$ cat config.mk
export PLATFORM = sky130hd
export DESIGN_NAME = watchdog_timer_24bit
export DESIGN_NICKNAME = d
export VERILOG_FILES = /design/src/wdt_pkg.sv /design/src/wdt_sync2.sv /design/src/wdt_down_counter.sv /design/src/watchdog_timer_24bit.sv
export SDC_FILE = /design/constraint.sdc
export NUM_CORES = 1
export LEC_CHECK = 0
export BUFFER_PORTS_ARGS = -buffer_cell sky130_fd_sc_hd__buf_2
export CORE_ASPECT_RATIO = 2
export CORE_MARGIN = 2
export CORE_UTILIZATION = 48
export DETAILED_ROUTE_END_ITERATION = 7
export GPL_ROUTABILITY_DRIVEN = 0
export GPL_TIMING_DRIVEN = 0
export PLACE_DENSITY = 0.84
export REMOVE_ABC_BUFFERS = 1
export SYNTH_ARGS = -nofsm -noshare
export SYNTH_HDL_FRONTEND = slang
export SYNTH_SLANG_ARGS = --single-unit
$ cat constraint.sdc
create_clock -name pclk -period 2.6 [get_ports pclk]
set_input_delay 0.52 -clock pclk [delete_from_list [all_inputs] [get_ports pclk]]
set_output_delay 0.52 -clock pclk [all_outputs]
set_load 0.02 [all_outputs]
$ cat src/wdt_pkg.sv
// shared constants, register map and types of the watchdog timer
package wdt_pkg;
  // register indices; byte address is four times the index
  localparam logic [11:0] IDX_RELOAD_UPPER = 12'h0FF1;
  localparam logic [11:0] IDX_RELOAD_MIDDLE = 12'h0FF2;
  localparam logic [11:0] IDX_RELOAD_LOW = 12'h0FF3;
  localparam logic [11:0] IDX_STATUS = 12'h0FF4;
  localparam logic [11:0] IDX_MASK = 12'h0FF5;
  localparam logic [11:0] IDX_OPTIONS = 12'h0FF6;
  localparam int ADDR_W = 16;
  localparam int DATA_W = 32;
  localparam int CNT_W = 24;
  localparam int BYTE_W = 8;
  localparam int FLAG_W = 2;

  // reload byte positions inside the 24-bit value
  localparam int UPPER_LSB = 16;
  localparam int MIDDLE_LSB = 8;
  localparam int LOW_LSB = 0;

  // reset values
  localparam logic [BYTE_W-1:0] RST_RELOAD_UPPER = 8'h00;
  localparam logic [BYTE_W-1:0] RST_RELOAD_MIDDLE = 8'h04;
  localparam logic [BYTE_W-1:0] RST_RELOAD_LOW = 8'h00;
  localparam logic [FLAG_W-1:0] RST_MASK = 2'h1;

  // counter thresholds and decrement step
  localparam logic [CNT_W-1:0] TERMINAL_CNT = 24'h00_0001;
  localparam logic [CNT_W-1:0] NO_REFRESH_CNT = 24'h00_0002;
  localparam logic [CNT_W-1:0] CNT_STEP = 24'h00_0001;

  // status / mask field positions
  localparam int FLAG_TIMEOUT_IRQ = 0;
  localparam int FLAG_WDT_RESET = 1;

  // options register field positions
  localparam int OPT_ENABLED = 0;
  localparam int OPT_ALWAYS_ON = 1;
  localparam int OPT_RESPONSE = 2;

  // option encodings
  localparam logic AO_RUN_FROM_RESET = 1'b0;
  localparam logic RESP_SYSTEM_RESET = 1'b1;

  typedef enum {
    SEL_NONE,
    SEL_UPPER,
    SEL_MIDDLE,
    SEL_LOW,
    SEL_STATUS,
    SEL_MASK,
    SEL_OPTIONS
  } reg_sel_t;

  function automatic logic [ADDR_W-1:0] byte_addr(input logic [11:0] idx);
    byte_addr = {2'h0, idx, 2'h0};
  endfunction

  function automatic reg_sel_t decode_addr(input logic [ADDR_W-1:0] a);
    if (a == byte_addr(IDX_RELOAD_UPPER)) begin
      decode_addr = SEL_UPPER;
    end else if (a == byte_addr(IDX_RELOAD_MIDDLE)) begin
      decode_addr = SEL_MIDDLE;
    end else if (a == byte_addr(IDX_RELOAD_LOW)) begin
      decode_addr = SEL_LOW;
    end else if (a == byte_addr(IDX_STATUS)) begin
      decode_addr = SEL_STATUS;
    end else if (a == byte_addr(IDX_MASK)) begin
      decode_addr = SEL_MASK;
    end else if (a == byte_addr(IDX_OPTIONS)) begin
      decode_addr = SEL_OPTIONS;
    end else begin
      decode_addr = SEL_NONE;
    end
  endfunction
endpackage

$ cat src/wdt_sync2.sv
// two-flop synchroniser for a level arriving from outside pclk
`timescale 1ns/1ps
module wdt_sync2 (
  // clock and reset
  input wire logic clk,
  input wire logic rst_n,
  // level in and out
  input wire logic d,
  output logic q
);
  logic meta_ff;
  logic q_ff;

  always_ff @(posedge clk or negedge rst_n) begin
    if (!rst_n) begin
      meta_ff <= 1'b0;
      q_ff <= 1'b0;
    end else begin
      meta_ff <= d;
      q_ff <= meta_ff;
    end
  end

  assign q = q_ff;
endmodule // wdt_sync2

$ cat src/wdt_down_counter.sv
// loadable down counter holding the watchdog count
`timescale 1ns/1ps
module wdt_down_counter #(
  parameter int WIDTH = 24,
  parameter logic [WIDTH-1:0] RESET_VAL = '0,
  parameter logic [WIDTH-1:0] STEP = 1
) (
  // clock and reset
  input wire logic clk,
  input wire logic rst_n,
  // control
  input wire logic load,
  input wire logic [WIDTH-1:0] load_val,
  input wire logic dec,
  // state
  output logic [WIDTH-1:0] count
);
  logic [WIDTH-1:0] count_ff;
  logic [WIDTH-1:0] nxt_count;

  if (WIDTH < 2) begin : g_bad_width
    $error("counter width must be at least 2");
  end

  // load beats decrement
  always_comb begin
    nxt_count = count_ff;
    if (load) begin
      nxt_count = load_val;
    end else if (dec) begin
      nxt_count = count_ff - STEP;
    end
  end

  always_ff @(posedge clk or negedge rst_n) begin
    if (!rst_n) begin
      count_ff <= RESET_VAL;
    end else begin
      count_ff <= nxt_count;
    end
  end

  assign count = count_ff;
endmodule // wdt_down_counter

$ cat src/watchdog_timer_24bit.sv
// watchdog timer: 24-bit down counter, apb registers, reset or irq response
// Functional notes
// retriggerable one-shot; at terminal count issue reset or interrupt
// time-out response selectable: system reset or interrupt request
// counter advances only on edges of its own rc oscillator
// 24-bit down counter loaded from three byte-wide reload registers
// reload value is upper, middle, low byte from msb down
// period in ms equals reload value over ten at 10 kHz
// only on or off; once on counts until refreshed or expired
// enabled by refresh instruction or by always-on option
// with always-on active, counting starts right after reset
// at count 2 or below refreshes are ignored
// software never programs a reload value below 4
// reads return live count bytes; writes update one reload byte
// response option 1 gives system reset, 0 gives interrupt
// a watchdog-caused reset sets a status flag for software
// always-on option 0 runs from power-up, cannot be disabled
// option 1: refresh-enabled dog stops only on reset or stop recovery
// refresh while enabled and above threshold reloads the counter
//
// Added by the designer: register access over APB.
`timescale 1ns/1ps
module watchdog_timer_24bit
  import wdt_pkg::*;
(
  // apb slave
  input wire logic pclk,
  input wire logic presetn,
  input wire logic psel,
  input wire logic penable,
  input wire logic pwrite,
  input wire logic [ADDR_W-1:0] paddr,
  input wire logic [DATA_W-1:0] pwdata,
  input wire logic [3:0] pstrb,
  output logic [DATA_W-1:0] prdata,
  output logic pready,
  output logic pslverr,
  // watchdog oscillator pin
  input wire logic rc_osc_clk,
  // cpu and option inputs
  input wire logic watchdog_refresh,
  input wire logic stop_mode_recovery,
  input wire logic always_on_option,
  input wire logic timeout_response_select,
  // system outputs
  output logic wdt_reset_req,
  output logic irq
);
  logic rc_sync;
  logic rc_prev_ff;
  logic tick;
  logic [CNT_W-1:0] count;
  logic cnt_load;
  logic cnt_dec;
  logic refresh_ok;
  logic expire;

  logic [CNT_W-1:0] reload_ff, nxt_reload;
  logic enabled_ff, nxt_enabled;
  logic strap_done_ff, nxt_strap_done;
  logic ao_ff, nxt_ao;
  logic resp_ff, nxt_resp;
  logic reset_req_ff, nxt_reset_req;
  logic [FLAG_W-1:0] status_ff, nxt_status;
  logic [FLAG_W-1:0] mask_ff, nxt_mask;
  logic [FLAG_W-1:0] flag_set;
  logic [DATA_W-1:0] prdata_ff, nxt_prdata;
  logic pslverr_ff, nxt_pslverr;

  reg_sel_t sel;
  logic setup;
  logic wr;
  logic [BYTE_W-1:0] wbyte;

  // oscillator edges; only the second sync flop is looked at
  wdt_sync2 u_rc_sync (
    .clk(pclk),
    .rst_n(presetn),
    .d(rc_osc_clk),
    .q(rc_sync)
  );

  wdt_down_counter #(
    .WIDTH(CNT_W),
    .RESET_VAL({RST_RELOAD_UPPER, RST_RELOAD_MIDDLE, RST_RELOAD_LOW}),
    .STEP(CNT_STEP)
  ) u_counter (
    .clk(pclk),
    .rst_n(presetn),
    .load(cnt_load),
    .load_val(reload_ff),
    .dec(cnt_dec),
    .count(count)
  );

  always_comb begin
    tick = rc_sync & ~rc_prev_ff;
    // refresh ignored while enabled and count is at or below 2
    refresh_ok = watchdog_refresh &
      (~enabled_ff | (count > NO_REFRESH_CNT));
    expire = enabled_ff & tick & (count <= TERMINAL_CNT);
    cnt_load = refresh_ok | expire;
    cnt_dec = enabled_ff & tick & ~cnt_load;
  end

  // bus decode and byte lane
  always_comb begin
    sel = decode_addr(paddr);
    setup = psel & ~penable;
    wr = psel & penable & pwrite & pstrb[0];
    wbyte = pwdata[BYTE_W-1:0];
  end

  // control and register next values
  always_comb begin
    nxt_strap_done = 1'b1;
    nxt_ao = strap_done_ff ? ao_ff : always_on_option;
    nxt_resp = strap_done_ff ? resp_ff : timeout_response_select;
    nxt_enabled = enabled_ff;
    if (strap_done_ff) begin
      if (ao_ff == AO_RUN_FROM_RESET) begin
        nxt_enabled = 1'b1;
      end else if (watchdog_refresh) begin
        nxt_enabled = 1'b1;
      end else if (stop_mode_recovery) begin
        nxt_enabled = 1'b0;
      end
    end
    nxt_reset_req = expire & (resp_ff == RESP_SYSTEM_RESET);
    flag_set = '0;
    flag_set[FLAG_TIMEOUT_IRQ] = expire &
      (resp_ff != RESP_SYSTEM_RESET);
    flag_set[FLAG_WDT_RESET] = reset_req_ff;
    nxt_reload = reload_ff;
    nxt_mask = mask_ff;
    nxt_status = status_ff;
    if (wr) begin
      unique case (sel)
        SEL_UPPER:
          nxt_reload[UPPER_LSB +: BYTE_W] = wbyte;
        SEL_MIDDLE:
          nxt_reload[MIDDLE_LSB +: BYTE_W] = wbyte;
        SEL_LOW:
          nxt_reload[LOW_LSB +: BYTE_W] = wbyte;
        SEL_STATUS:
          nxt_status = status_ff & ~wbyte[FLAG_W-1:0];
        SEL_MASK:
          nxt_mask = wbyte[FLAG_W-1:0];
        SEL_OPTIONS, SEL_NONE: begin
        end
      endcase
    end
    // a new event beats a same-cycle clear
    nxt_status = nxt_status | flag_set;
  end

  // read data captured in the setup cycle, answered in access
  always_comb begin
    nxt_prdata = prdata_ff;
    nxt_pslverr = pslverr_ff;
    if (setup) begin
      nxt_prdata = '0;
      nxt_pslverr = (sel == SEL_NONE);
      unique case (sel)
        SEL_UPPER:
          nxt_prdata[BYTE_W-1:0] = count[UPPER_LSB +: BYTE_W];
        SEL_MIDDLE:
          nxt_prdata[BYTE_W-1:0] = count[MIDDLE_LSB +: BYTE_W];
        SEL_LOW:
          nxt_prdata[BYTE_W-1:0] = count[LOW_LSB +: BYTE_W];
        SEL_STATUS:
          nxt_prdata[FLAG_W-1:0] = status_ff;
        SEL_MASK:
          nxt_prdata[FLAG_W-1:0] = mask_ff;
        SEL_OPTIONS: begin
          nxt_prdata[OPT_ENABLED] = enabled_ff;
          nxt_prdata[OPT_ALWAYS_ON] = ao_ff;
          nxt_prdata[OPT_RESPONSE] = resp_ff;
        end
        SEL_NONE: begin
        end
      endcase
    end
  end

  always_ff @(posedge pclk or negedge presetn) begin
    if (!presetn) begin
      rc_prev_ff <= 1'b0;
      strap_done_ff <= 1'b0;
      ao_ff <= 1'b1;
      resp_ff <= RESP_SYSTEM_RESET;
      enabled_ff <= 1'b0;
      reset_req_ff <= 1'b0;
      reload_ff <= {RST_RELOAD_UPPER, RST_RELOAD_MIDDLE, RST_RELOAD_LOW};
      status_ff <= '0;
      mask_ff <= RST_MASK;
      prdata_ff <= '0;
      pslverr_ff <= 1'b0;
    end else begin
      rc_prev_ff <= rc_sync;
      strap_done_ff <= nxt_strap_done;
      ao_ff <= nxt_ao;
      resp_ff <= nxt_resp;
      enabled_ff <= nxt_enabled;
      reset_req_ff <= nxt_reset_req;
      reload_ff <= nxt_reload;
      status_ff <= nxt_status;
      mask_ff <= nxt_mask;
      prdata_ff <= nxt_prdata;
      pslverr_ff <= nxt_pslverr;
    end
  end

  assign prdata = prdata_ff;
  assign pslverr = pslverr_ff & psel & penable;
  // zero wait states: data is already registered in setup
  assign pready = 1'b1;
  assign wdt_reset_req = reset_req_ff;
  assign irq = |(status_ff & mask_ff);

  AST_TIMEOUT_RESET: assert property (
    @(posedge pclk) disable iff (!presetn)
    (expire && resp_ff) |=> (wdt_reset_req ##1 status_ff[FLAG_WDT_RESET])
  ) else $error("time-out in reset mode did not request reset");

  AST_TIMEOUT_IRQ: assert property (
    @(posedge pclk) disable iff (!presetn)
    (enabled_ff && tick && count <= TERMINAL_CNT && !resp_ff)
      |=> (status_ff[FLAG_TIMEOUT_IRQ] && !wdt_reset_req)
  ) else $error("time-out in interrupt mode did not flag interrupt");

  AST_COUNT_NEEDS_TICK: assert property (
    @(posedge pclk) disable iff (!presetn)
    (!tick && !watchdog_refresh) |=> $stable(count)
  ) else $error("count moved without oscillator edge or refresh");

  AST_DEC_BY_ONE: assert property (
    @(posedge pclk) disable iff (!presetn)
    (enabled_ff && tick && !watchdog_refresh && count > TERMINAL_CNT)
      |=> (count == $past(count) - CNT_STEP)
  ) else $error("count did not step down by one");

  AST_STAYS_ON: assert property (
    @(posedge pclk) disable iff (!presetn)
    (enabled_ff && !stop_mode_recovery) |=> enabled_ff
  ) else $error("watchdog switched off without recovery");

  AST_ALWAYS_ON: assert property (
    @(posedge pclk) disable iff (!presetn)
    (strap_done_ff && ao_ff == AO_RUN_FROM_RESET) |=> enabled_ff [*2]
  ) else $error("always-on watchdog not running");

  AST_NO_LATE_REFRESH: assert property (
    @(posedge pclk) disable iff (!presetn)
    (enabled_ff && watchdog_refresh && !tick && count <= NO_REFRESH_CNT)
      |=> (count == $past(count))
  ) else $error("refresh accepted at or below threshold");

  AST_REFRESH_RELOADS: assert property (
    @(posedge pclk) disable iff (!presetn)
    (enabled_ff && watchdog_refresh && count > NO_REFRESH_CNT)
      |=> (count == $past(reload_ff))
  ) else $error("refresh did not reload the counter");

  AST_READ_COUNT: assert property (
    @(posedge pclk) disable iff (!presetn)
    (setup && !pwrite && sel == SEL_MIDDLE)
      |=> (prdata == {24'h00_0000, $past(count[MIDDLE_LSB +: BYTE_W])})
  ) else $error("reload byte read did not return live count");

  AST_WDT_RESET_FLAG: assert property (
    @(posedge pclk) disable iff (!presetn)
    wdt_reset_req |=>
      (status_ff[FLAG_WDT_RESET] && irq == mask_ff[FLAG_WDT_RESET])
  ) else $error("watchdog reset flag not set");

  AST_REFRESH_ENABLES: assert property (
    @(posedge pclk) disable iff (!presetn)
    (strap_done_ff && watchdog_refresh) |=> enabled_ff
  ) else $error("refresh did not enable the watchdog");

  AST_STOP_DISABLES: assert property (
    @(posedge pclk) disable iff (!presetn)
    (strap_done_ff && ao_ff != AO_RUN_FROM_RESET && stop_mode_recovery
      && !watchdog_refresh) |=> !enabled_ff
  ) else $error("stop recovery did not disable the watchdog");

  AST_RESET_PULSE: assert property (
    @(posedge pclk) disable iff (!presetn)
    wdt_reset_req |=> !wdt_reset_req
  ) else $error("reset request lasted more than one cycle");

  AST_STATUS_CLEAR: assert property (
    @(posedge pclk) disable iff (!presetn)
    (wr && sel == SEL_STATUS && wbyte[FLAG_TIMEOUT_IRQ]
      && !flag_set[FLAG_TIMEOUT_IRQ]) |=> !status_ff[FLAG_TIMEOUT_IRQ]
  ) else $error("written one did not clear the interrupt flag");

  AST_STRAP_HELD: assert property (
    @(posedge pclk) disable iff (!presetn)
    strap_done_ff |=> ($stable(ao_ff) && $stable(resp_ff))
  ) else $error("option straps changed after they were latched");
endmodule // watchdog_timer_24bit

==> results of run 1 <==
[what timing repair did]
item / 4_1_cts / 5_1_grt
gates resized for setup: 10 / 16
setup buffers: 12 / 3
hold endpoints to repair: 0 / 0
endpoints found under the setup margin: 24 / 24
cloned: 2 / 0
pin swaps: 7 / 5
[layout by cell type, fill, tap and decap left out, types with 4 or more instances in the layout]
cell type and count:
nor4_1 6, a31oi_1 5, buf_2 44, a22o_1 12, buf_4 12, clkbuf_16 9, nand2_1 34, dfrtp_1 63
nand3_1 11, buf_6 4, nor3_1 10, a21oi_1 7, o2bb2ai_1 5, o211ai_1 6, nand4_1 4, mux2_2 28
nor2b_1 5, nor2_1 23, nor4b_1 4, mux2i_1 8, inv_1 7, conb_1 26, dfstp_2 5, o21ai_0 18
nor2_2 4
[how the worst max path moves through the flow]
stage	startpoint	end	slack, ns	cells after the start
floorplan	u_counter.count[6]	u_counter.count[16]	-0.32	6
global placement	u_counter.count[11]	u_counter.count[16]	-1.28	6
detailed placement	u_counter.count[11]	u_counter.count[10]	-0.67	6
CTS	u_counter.count[8]	u_counter.count[11]	0.002	6
global route	u_counter.count[8]	u_counter.count[11]	-0.11	6
finish	u_counter.count[8]	u_counter.count[18]	-0.09	7
[through the flow]
step | util [%] | total power (µW)
after floorplan | - | 1370
after global placement | 52.0 | 1490
after detailed placement | 52.2 | 1510
after CTS | 58.6 | 2790
after global routing | 59.6 | 2920
final | 59.6 | 2830
[area by class of cell]
class                   instances  area, µm²
clock buffers                  12        267
clock inverters                 4       45.0
fillers                       605       3070
inverters                       7       26.3
multi-input cells             281       1960
flip-flops and latches         69       1730
well taps                      94        118
repair buffers                 61        375
[where the power goes]
group	internal, µW	leakage (µW)	total [µW]	switching, µW
clock	814	0.000158	1250	431
sequential	1110	0.000906	1180	62.2
combinational	150	0.00107	406	257
total	2080	0.00213	2830	750
[cell families after synthesis]
logic type / Yosys count / share of synthesized area [%]
AND/OR/NAND/NOR: 133 / 19.0
AO/OA/AOI/OAI: 78 / 15.0
flip-flops: 69 / 45.8
buffers and inverters: 49 / 7.86
multiplexers: 36 / 10.4
adder cells (fa/ha/maj): 3 / 0.991
XOR/XNOR: 3 / 0.694
other: 2 / 0.198
[cell usage after synthesis, types with 2 or more instances]
| library cell | number | area (µm²) |
|---|---|---|
| a21oi_1 | 7 | 35.0 |
| a22o_1 | 12 | 105 |
| a22oi_1 | 3 | 22.5 |
| a31oi_1 | 5 | 31.3 |
| a32oi_1 | 3 | 26.3 |
| and3b_1 | 3 | 26.3 |
| buf_2 | 4 | 20.0 |
| buf_4 | 25 | 188 |
| buf_6 | 2 | 22.5 |
| clkbuf_1 | 10 | 37.5 |
| conb_1 | 2 | 7.51 |
| dfrtp_1 | 64 | 1600 |
| dfstp_2 | 5 | 131 |
| ha_1 | 3 | 37.5 |
| inv_1 | 7 | 26.3 |
| mux2_2 | 28 | 315 |
| mux2i_1 | 8 | 80.1 |
| nand2_1 | 36 | 135 |
| nand3_1 | 11 | 55.1 |
| nand4_1 | 4 | 25.0 |
| nand4b_1 | 2 | 17.5 |
| nor2_1 | 27 | 101 |
| nor2b_1 | 5 | 31.3 |
| nor3_1 | 10 | 50.1 |
| nor4_1 | 8 | 50.1 |
| nor4b_1 | 4 | 35.0 |
| nor4bb_1 | 2 | 20.0 |
| o211ai_1 | 6 | 45.0 |
| o21ai_0 | 19 | 95.1 |
| o221ai_1 | 2 | 17.5 |
| o2bb2ai_1 | 5 | 43.8 |
| o311ai_0 | 3 | 26.3 |
| o31ai_1 | 2 | 15.0 |
| o41ai_1 | 2 | 17.5 |
| or3_2 | 2 | 15.0 |
| or4_1 | 4 | 30.0 |
| xnor2_1 | 3 | 26.3 |
[worst reg2reg max path, delay by kind of cell (launching register included)]
family                 cells  cell delay [ns]
DFF                        1             0.42
buffers and inverters      1             0.18
and+or+nand+nor            6             2.03
[registers in the layout, indices dropped and copies added (netlist names)]
register	count
status_ff	2
pslverr_ff	1
rc_prev_ff	1
prdata	8
wdt_reset_req	1
strap_done_ff	1
mask_ff	2
resp_ff	1
enabled_ff	1
u_rc_sync.meta_ff	1
u_rc_sync.q	1
u_counter.count	24
reload_ff	24
ao_ff	1
[routing by layer]
layer / GRT usage (%) / up-vias / part of all wire [%]
met3: 7.12 / 55 / 7.1
met1: 24.7 / 1572 / 33
met5: 0 / - / 0
met2: 45.1 / 206 / 54
li1: - / 1449 / -
met4: 19.2 / 0 / 5.7
==> impl_metrics.toml, run 1 <==
[run_status]
status = "finished with violations"
violations = "setup timing"

[critical_path]
r2r_slack_ns = -0.09
cpMaxStageDelayCell = "or4b_4"
worst_r2r_path_depth = 7
rr_endpoint = "u_counter.count[18]"
endpoint_kind = "register"
startpoint_type = "register"
cp.required_ns = 2.87
crit_buf_inv = 1
crit_chain = "or3_4 > or4b_4 > buf_4 > nor2_1 > nand2_1 > or4_1 > nand3_1"
arrival_ns = 2.96
cp_max_fo = 5
path_delay_family = "simple AND/OR/NAND/NOR gates"
max_stage_delay_ns = 0.56
worstSetupPathType = "reg2reg"
reg2reg_from = "u_counter.count[8]"

[cells_and_area]
fin_area_um2 = 4530
fin_nets = 494
antenna_cells = 0
layoutNonFillerInstCount = 528
drive_above_1_share_pct = 30.6
syn2layout_area_growth_pct = 19.6

[sta]
fin_skew_ns = 0.00521
fin_ws_ns = -0.0869
period_share_pct = 103
finalHoldViolations = 0
tns_ns = -0.674
tightest_slew_ns = 0.901
slew_viol_final = 0
finalSetupViolations = 18
clock.fmax_ghz = 0.372
rsz0062_at_grt = "true"
min_period_ns = 2.69
max-slew-margin-rel_pct = 39.1
fin_hold_ws_ns = 0.289

[cts]
cts_tree = "built"
root_buffer = "clkbuf_16"
cts_hold_buf = 0
clkLatencyLatePin_ns = 0.34
htree_levels = 3
cts_buffers = 9
clk_pin_slew_worst_paths_ns = 0.05
cts.sinks = 69
cts_buffer_depth = 2

[synth]
ys_ff_latch = 69
synth_warnings = 0
synth_edf_count = 0
avgSynthCellArea_um2 = 10.2
postSynthCellCount = 373
netlist_area_um2 = 3790
synth_cell_types = 62
async_reset_ff_share_pct = 100
seq_area_frac_synth_pct = 45.8
yosys_most_used_dff = "dfrtp_1"

[global_route]
grt_max_degree = 70
antenna_found_initial = 0
grt_pass1_wl_mm = 16.2
grt-ovfl-total = 0
grt_pass1_vias = 3362
grtUsageTotal_pct = 25.7

[power_and_ir_drop]
ir_drop_v = 0.000385
power_leakage_uw = 0.00213
p_per_area_nw_per_um2 = 624

[die]
core-area_um2 = 7600
fp.dieH_um = 130
die_area_um2 = 8660
num_rows = 45
die_w_um = 66.8
initial_utilization_pct = 49.8
pin_count = 98

[route]
wl_per_cell_um = 19.4
ant_nets = 0
num_vias = 3282
dr.pass1.iters = 5
vias_per_cell = 6.22
drt_wl_total_mm = 10.2
drc_errors = 0
dr.first_iter.drc_count = 341

[job]
cap_violations = 0

[placed_design]
detailed_place.area_um2 = 3970
place_ws_ns = -0.672
io_buffer_count = 45
dp_cells = 495
hpwl_mm = 6.88

[min_path]
hold_path.class = "in2async"
Power figures use the tool's default switching activity.
==> inputs of run 2 (changes only) <==
--- a/config.mk
+++ b/config.mk
@@ -6,7 +6,7 @@
 export NUM_CORES = 1
 export LEC_CHECK = 0
 export BUFFER_PORTS_ARGS = -buffer_cell sky130_fd_sc_hd__buf_2
-export CORE_ASPECT_RATIO = 2
+export CORE_ASPECT_RATIO = 1.5
 export CORE_MARGIN = 2
 export CORE_UTILIZATION = 48
 export DETAILED_ROUTE_END_ITERATION = 7
@@ -14,6 +14,7 @@
 export GPL_TIMING_DRIVEN = 0
 export PLACE_DENSITY = 0.84
 export REMOVE_ABC_BUFFERS = 1
+export SETUP_SLACK_MARGIN = 0.02
 export SYNTH_ARGS = -nofsm -noshare
 export SYNTH_HDL_FRONTEND = slang
 export SYNTH_SLANG_ARGS = --single-unit
==> run 2 against run 1 <==
Compared with the run above:
- the flow still finishes with violations (setup timing)
- wire length fell by 1.1%
- register-to-register slack better by 0.05 ns
- clock skew is 0.0013 ns lower
- global-route usage down 2.7 points
- sequential power barely moved
- critical path type unchanged
==> impl_metrics.toml, run 2 (synthesis results as in run 1) <==
[run_status]
status = "finished with violations"
violations = "setup timing"

[die]
core-area_um2 = 7660
pin_count = 98
die_w_um = 76.5
fp.dieH_um = 113
initial_utilization_pct = 49.4
die_area_um2 = 8630
num_rows = 39

[cells_and_area]
layoutNonFillerInstCount = 532
layout_common_cells = "dfrtp_1 (62), buf_2 (44), nand2_1 (34), mux2_2 (28), conb_1 (26)"
fin_nets = 490
antenna_cells = 0
mostFrequentLayoutCell = "dfrtp_1"
drive_above_1_share_pct = 30.7
syn2layout_area_growth_pct = 18.8

[sta]
min_period_ns = 2.64
finalSetupViolations = 3
rsz0062_at_grt = "true"
clock.fmax_ghz = 0.379
max-slew-margin-rel_pct = 37.8
slew_viol_final = 0
fin_ws_ns = -0.0410
tightest_slew_ns = 0.929
fin_skew_ns = 0.00392
finalHoldViolations = 0
period_share_pct = 102

[cts]
cts_tree = "built"
cts.sinks = 69
clk_pin_slew_worst_paths_ns = 0.05
root_buffer = "clkbuf_16"
clkLatencyLatePin_ns = 0.34
htree_levels = 3
cts_buffer_depth = 2
cts_hold_buf = 0
cts_buffers = 9

[min_path]
min_to = "u_rc_sync.meta_ff"
hold_path.class = "in2reg"
hold_depth = 1
min_from = "rc_osc_clk"

[critical_path]
reg2reg_from = "u_counter.count[18]"
cpMaxStageDelayCell = "or4_4"
arrival_ns = 2.85
cp_max_fo = 8
endpoint_kind = "register"
cp.required_ns = 2.81
crit_chain = "nor3_1 > nand4_1 > or4_4 > and2_4 > a32oi_1 > nand2_1"
worstSetupPathType = "reg2reg"
startpoint_type = "register"
rr_endpoint = "u_counter.count[11]"
worst_r2r_path_depth = 6
r2r_slack_ns = -0.04
max_stage_delay_ns = 0.77

[global_route]
grtUsageTotal_pct = 23.0
antenna_found_initial = 0
grt_pass1_vias = 3121
grt_pass1_wl_mm = 15.4
grt_max_degree = 70
grt-ovfl-total = 0

[power_and_ir_drop]
p_per_area_nw_per_um2 = 617
power.total_uw = 2770
ir_drop_v = 0.000325
power_leakage_uw = 0.00210

[placed_design]
hpwl_mm = 6.40
dp_cells = 503
place_ws_ns = -0.667
io_buffer_count = 45

[route]
drt_wl_total_mm = 10.1
dr.pass1.iters = 5
drc_errors = 0
num_vias = 3283
vias_per_cell = 6.17
ant_nets = 0
dr.first_iter.drc_count = 427
wl_per_cell_um = 19.0

[job]
cap_violations = 0
run 2: cell count changes in the layout (fill, tap and decap cells not counted), moves of 2 or more:
cell,change
nor3_2,+2
buf_4,-3
nor3_1,-2
o311ai_0,+2
clkbuf_8,-2
nand2_4,+2
buf_6,-2
o311ai_1,-2
run 2: metrics by stage:
stage	hold slack, ns	utilization [%]	TNS [ns]	area (µm²)
6_report	0.289	58.7	-0.0956	4500
5_1_grt	0.276	58.7	-0.976	4500
4_1_cts	0.281	57.0	0	4370
3_5_place_dp	0.338	51.9	-10.33	3980
3_3_place_gp	0.334	51.7	-17.26	3960
2_1_floorplan	0.224	-	-2.31	3610
run 2: critical path: cells and delay by family, from the launching register on:
family	cells	cell delay [ns]
AND/OR/NAND/NOR	5	1.88
flip-flops	1	0.45
AO/OA/AOI/OAI	1	0.17
run 2: cell type report:
| type | count | area (µm²) |
|---|---|---|
| Clock buffer | 11 | 243 |
| Multi-Input combinational cell | 282 | 1990 |
| Sequential cell | 69 | 1740 |
| Tap cell | 102 | 128 |
| Fill cell | 623 | 3160 |
| Timing Repair Buffer | 56 | 330 |
| Inverter | 7 | 26.3 |
| Clock inverter | 5 | 50.0 |
run 2: report_power, final:
| group | internal [µW] | switching [µW] | total (µW) |
|---|---|---|---|
| clock | 761 | 438 | 1200 |
| sequential | 1110 | 61.2 | 1170 |
| combinational | 145 | 255 | 400 |
run 2: worst max-delay path by stage:
| stage | depth (start not counted) | end | startpoint | slack, ns |
|---|---|---|---|---|
| 2_1_floorplan | 6 | u_counter.count[16] | u_counter.count[6] | -0.32 |
| 3_3_place_gp | 6 | u_counter.count[16] | u_counter.count[6] | -1.18 |
| 3_5_place_dp | 6 | u_counter.count[18] | u_counter.count[6] | -0.67 |
| 4_1_cts | 7 | u_counter.count[18] | u_counter.count[7] | 0.004 |
| 5_1_grt | 6 | u_counter.count[11] | u_counter.count[15] | -0.13 |
| 6_report | 6 | u_counter.count[11] | u_counter.count[18] | -0.04 |
run 2: timing repair:
| item | CTS | global route |
|---|---|---|
| resized for setup | 9 | 15 |
| endpoints found under the setup margin | 24 | 24 |
| pin swaps | 7 | 8 |
| setup buffers | 6 | 4 |
| cloned | 1 | 2 |
| hold endpoints to repair | 0 | 0 |
run 2: per-layer routing:
layer	global-route usage, %	part of all wire (%)	vias up
met3	4.94	8.3	42
met5	0	0	-
met4	13.0	5.2	0
met2	40.5	51	237
li1	-	-	1438
met1	25.8	35	1566
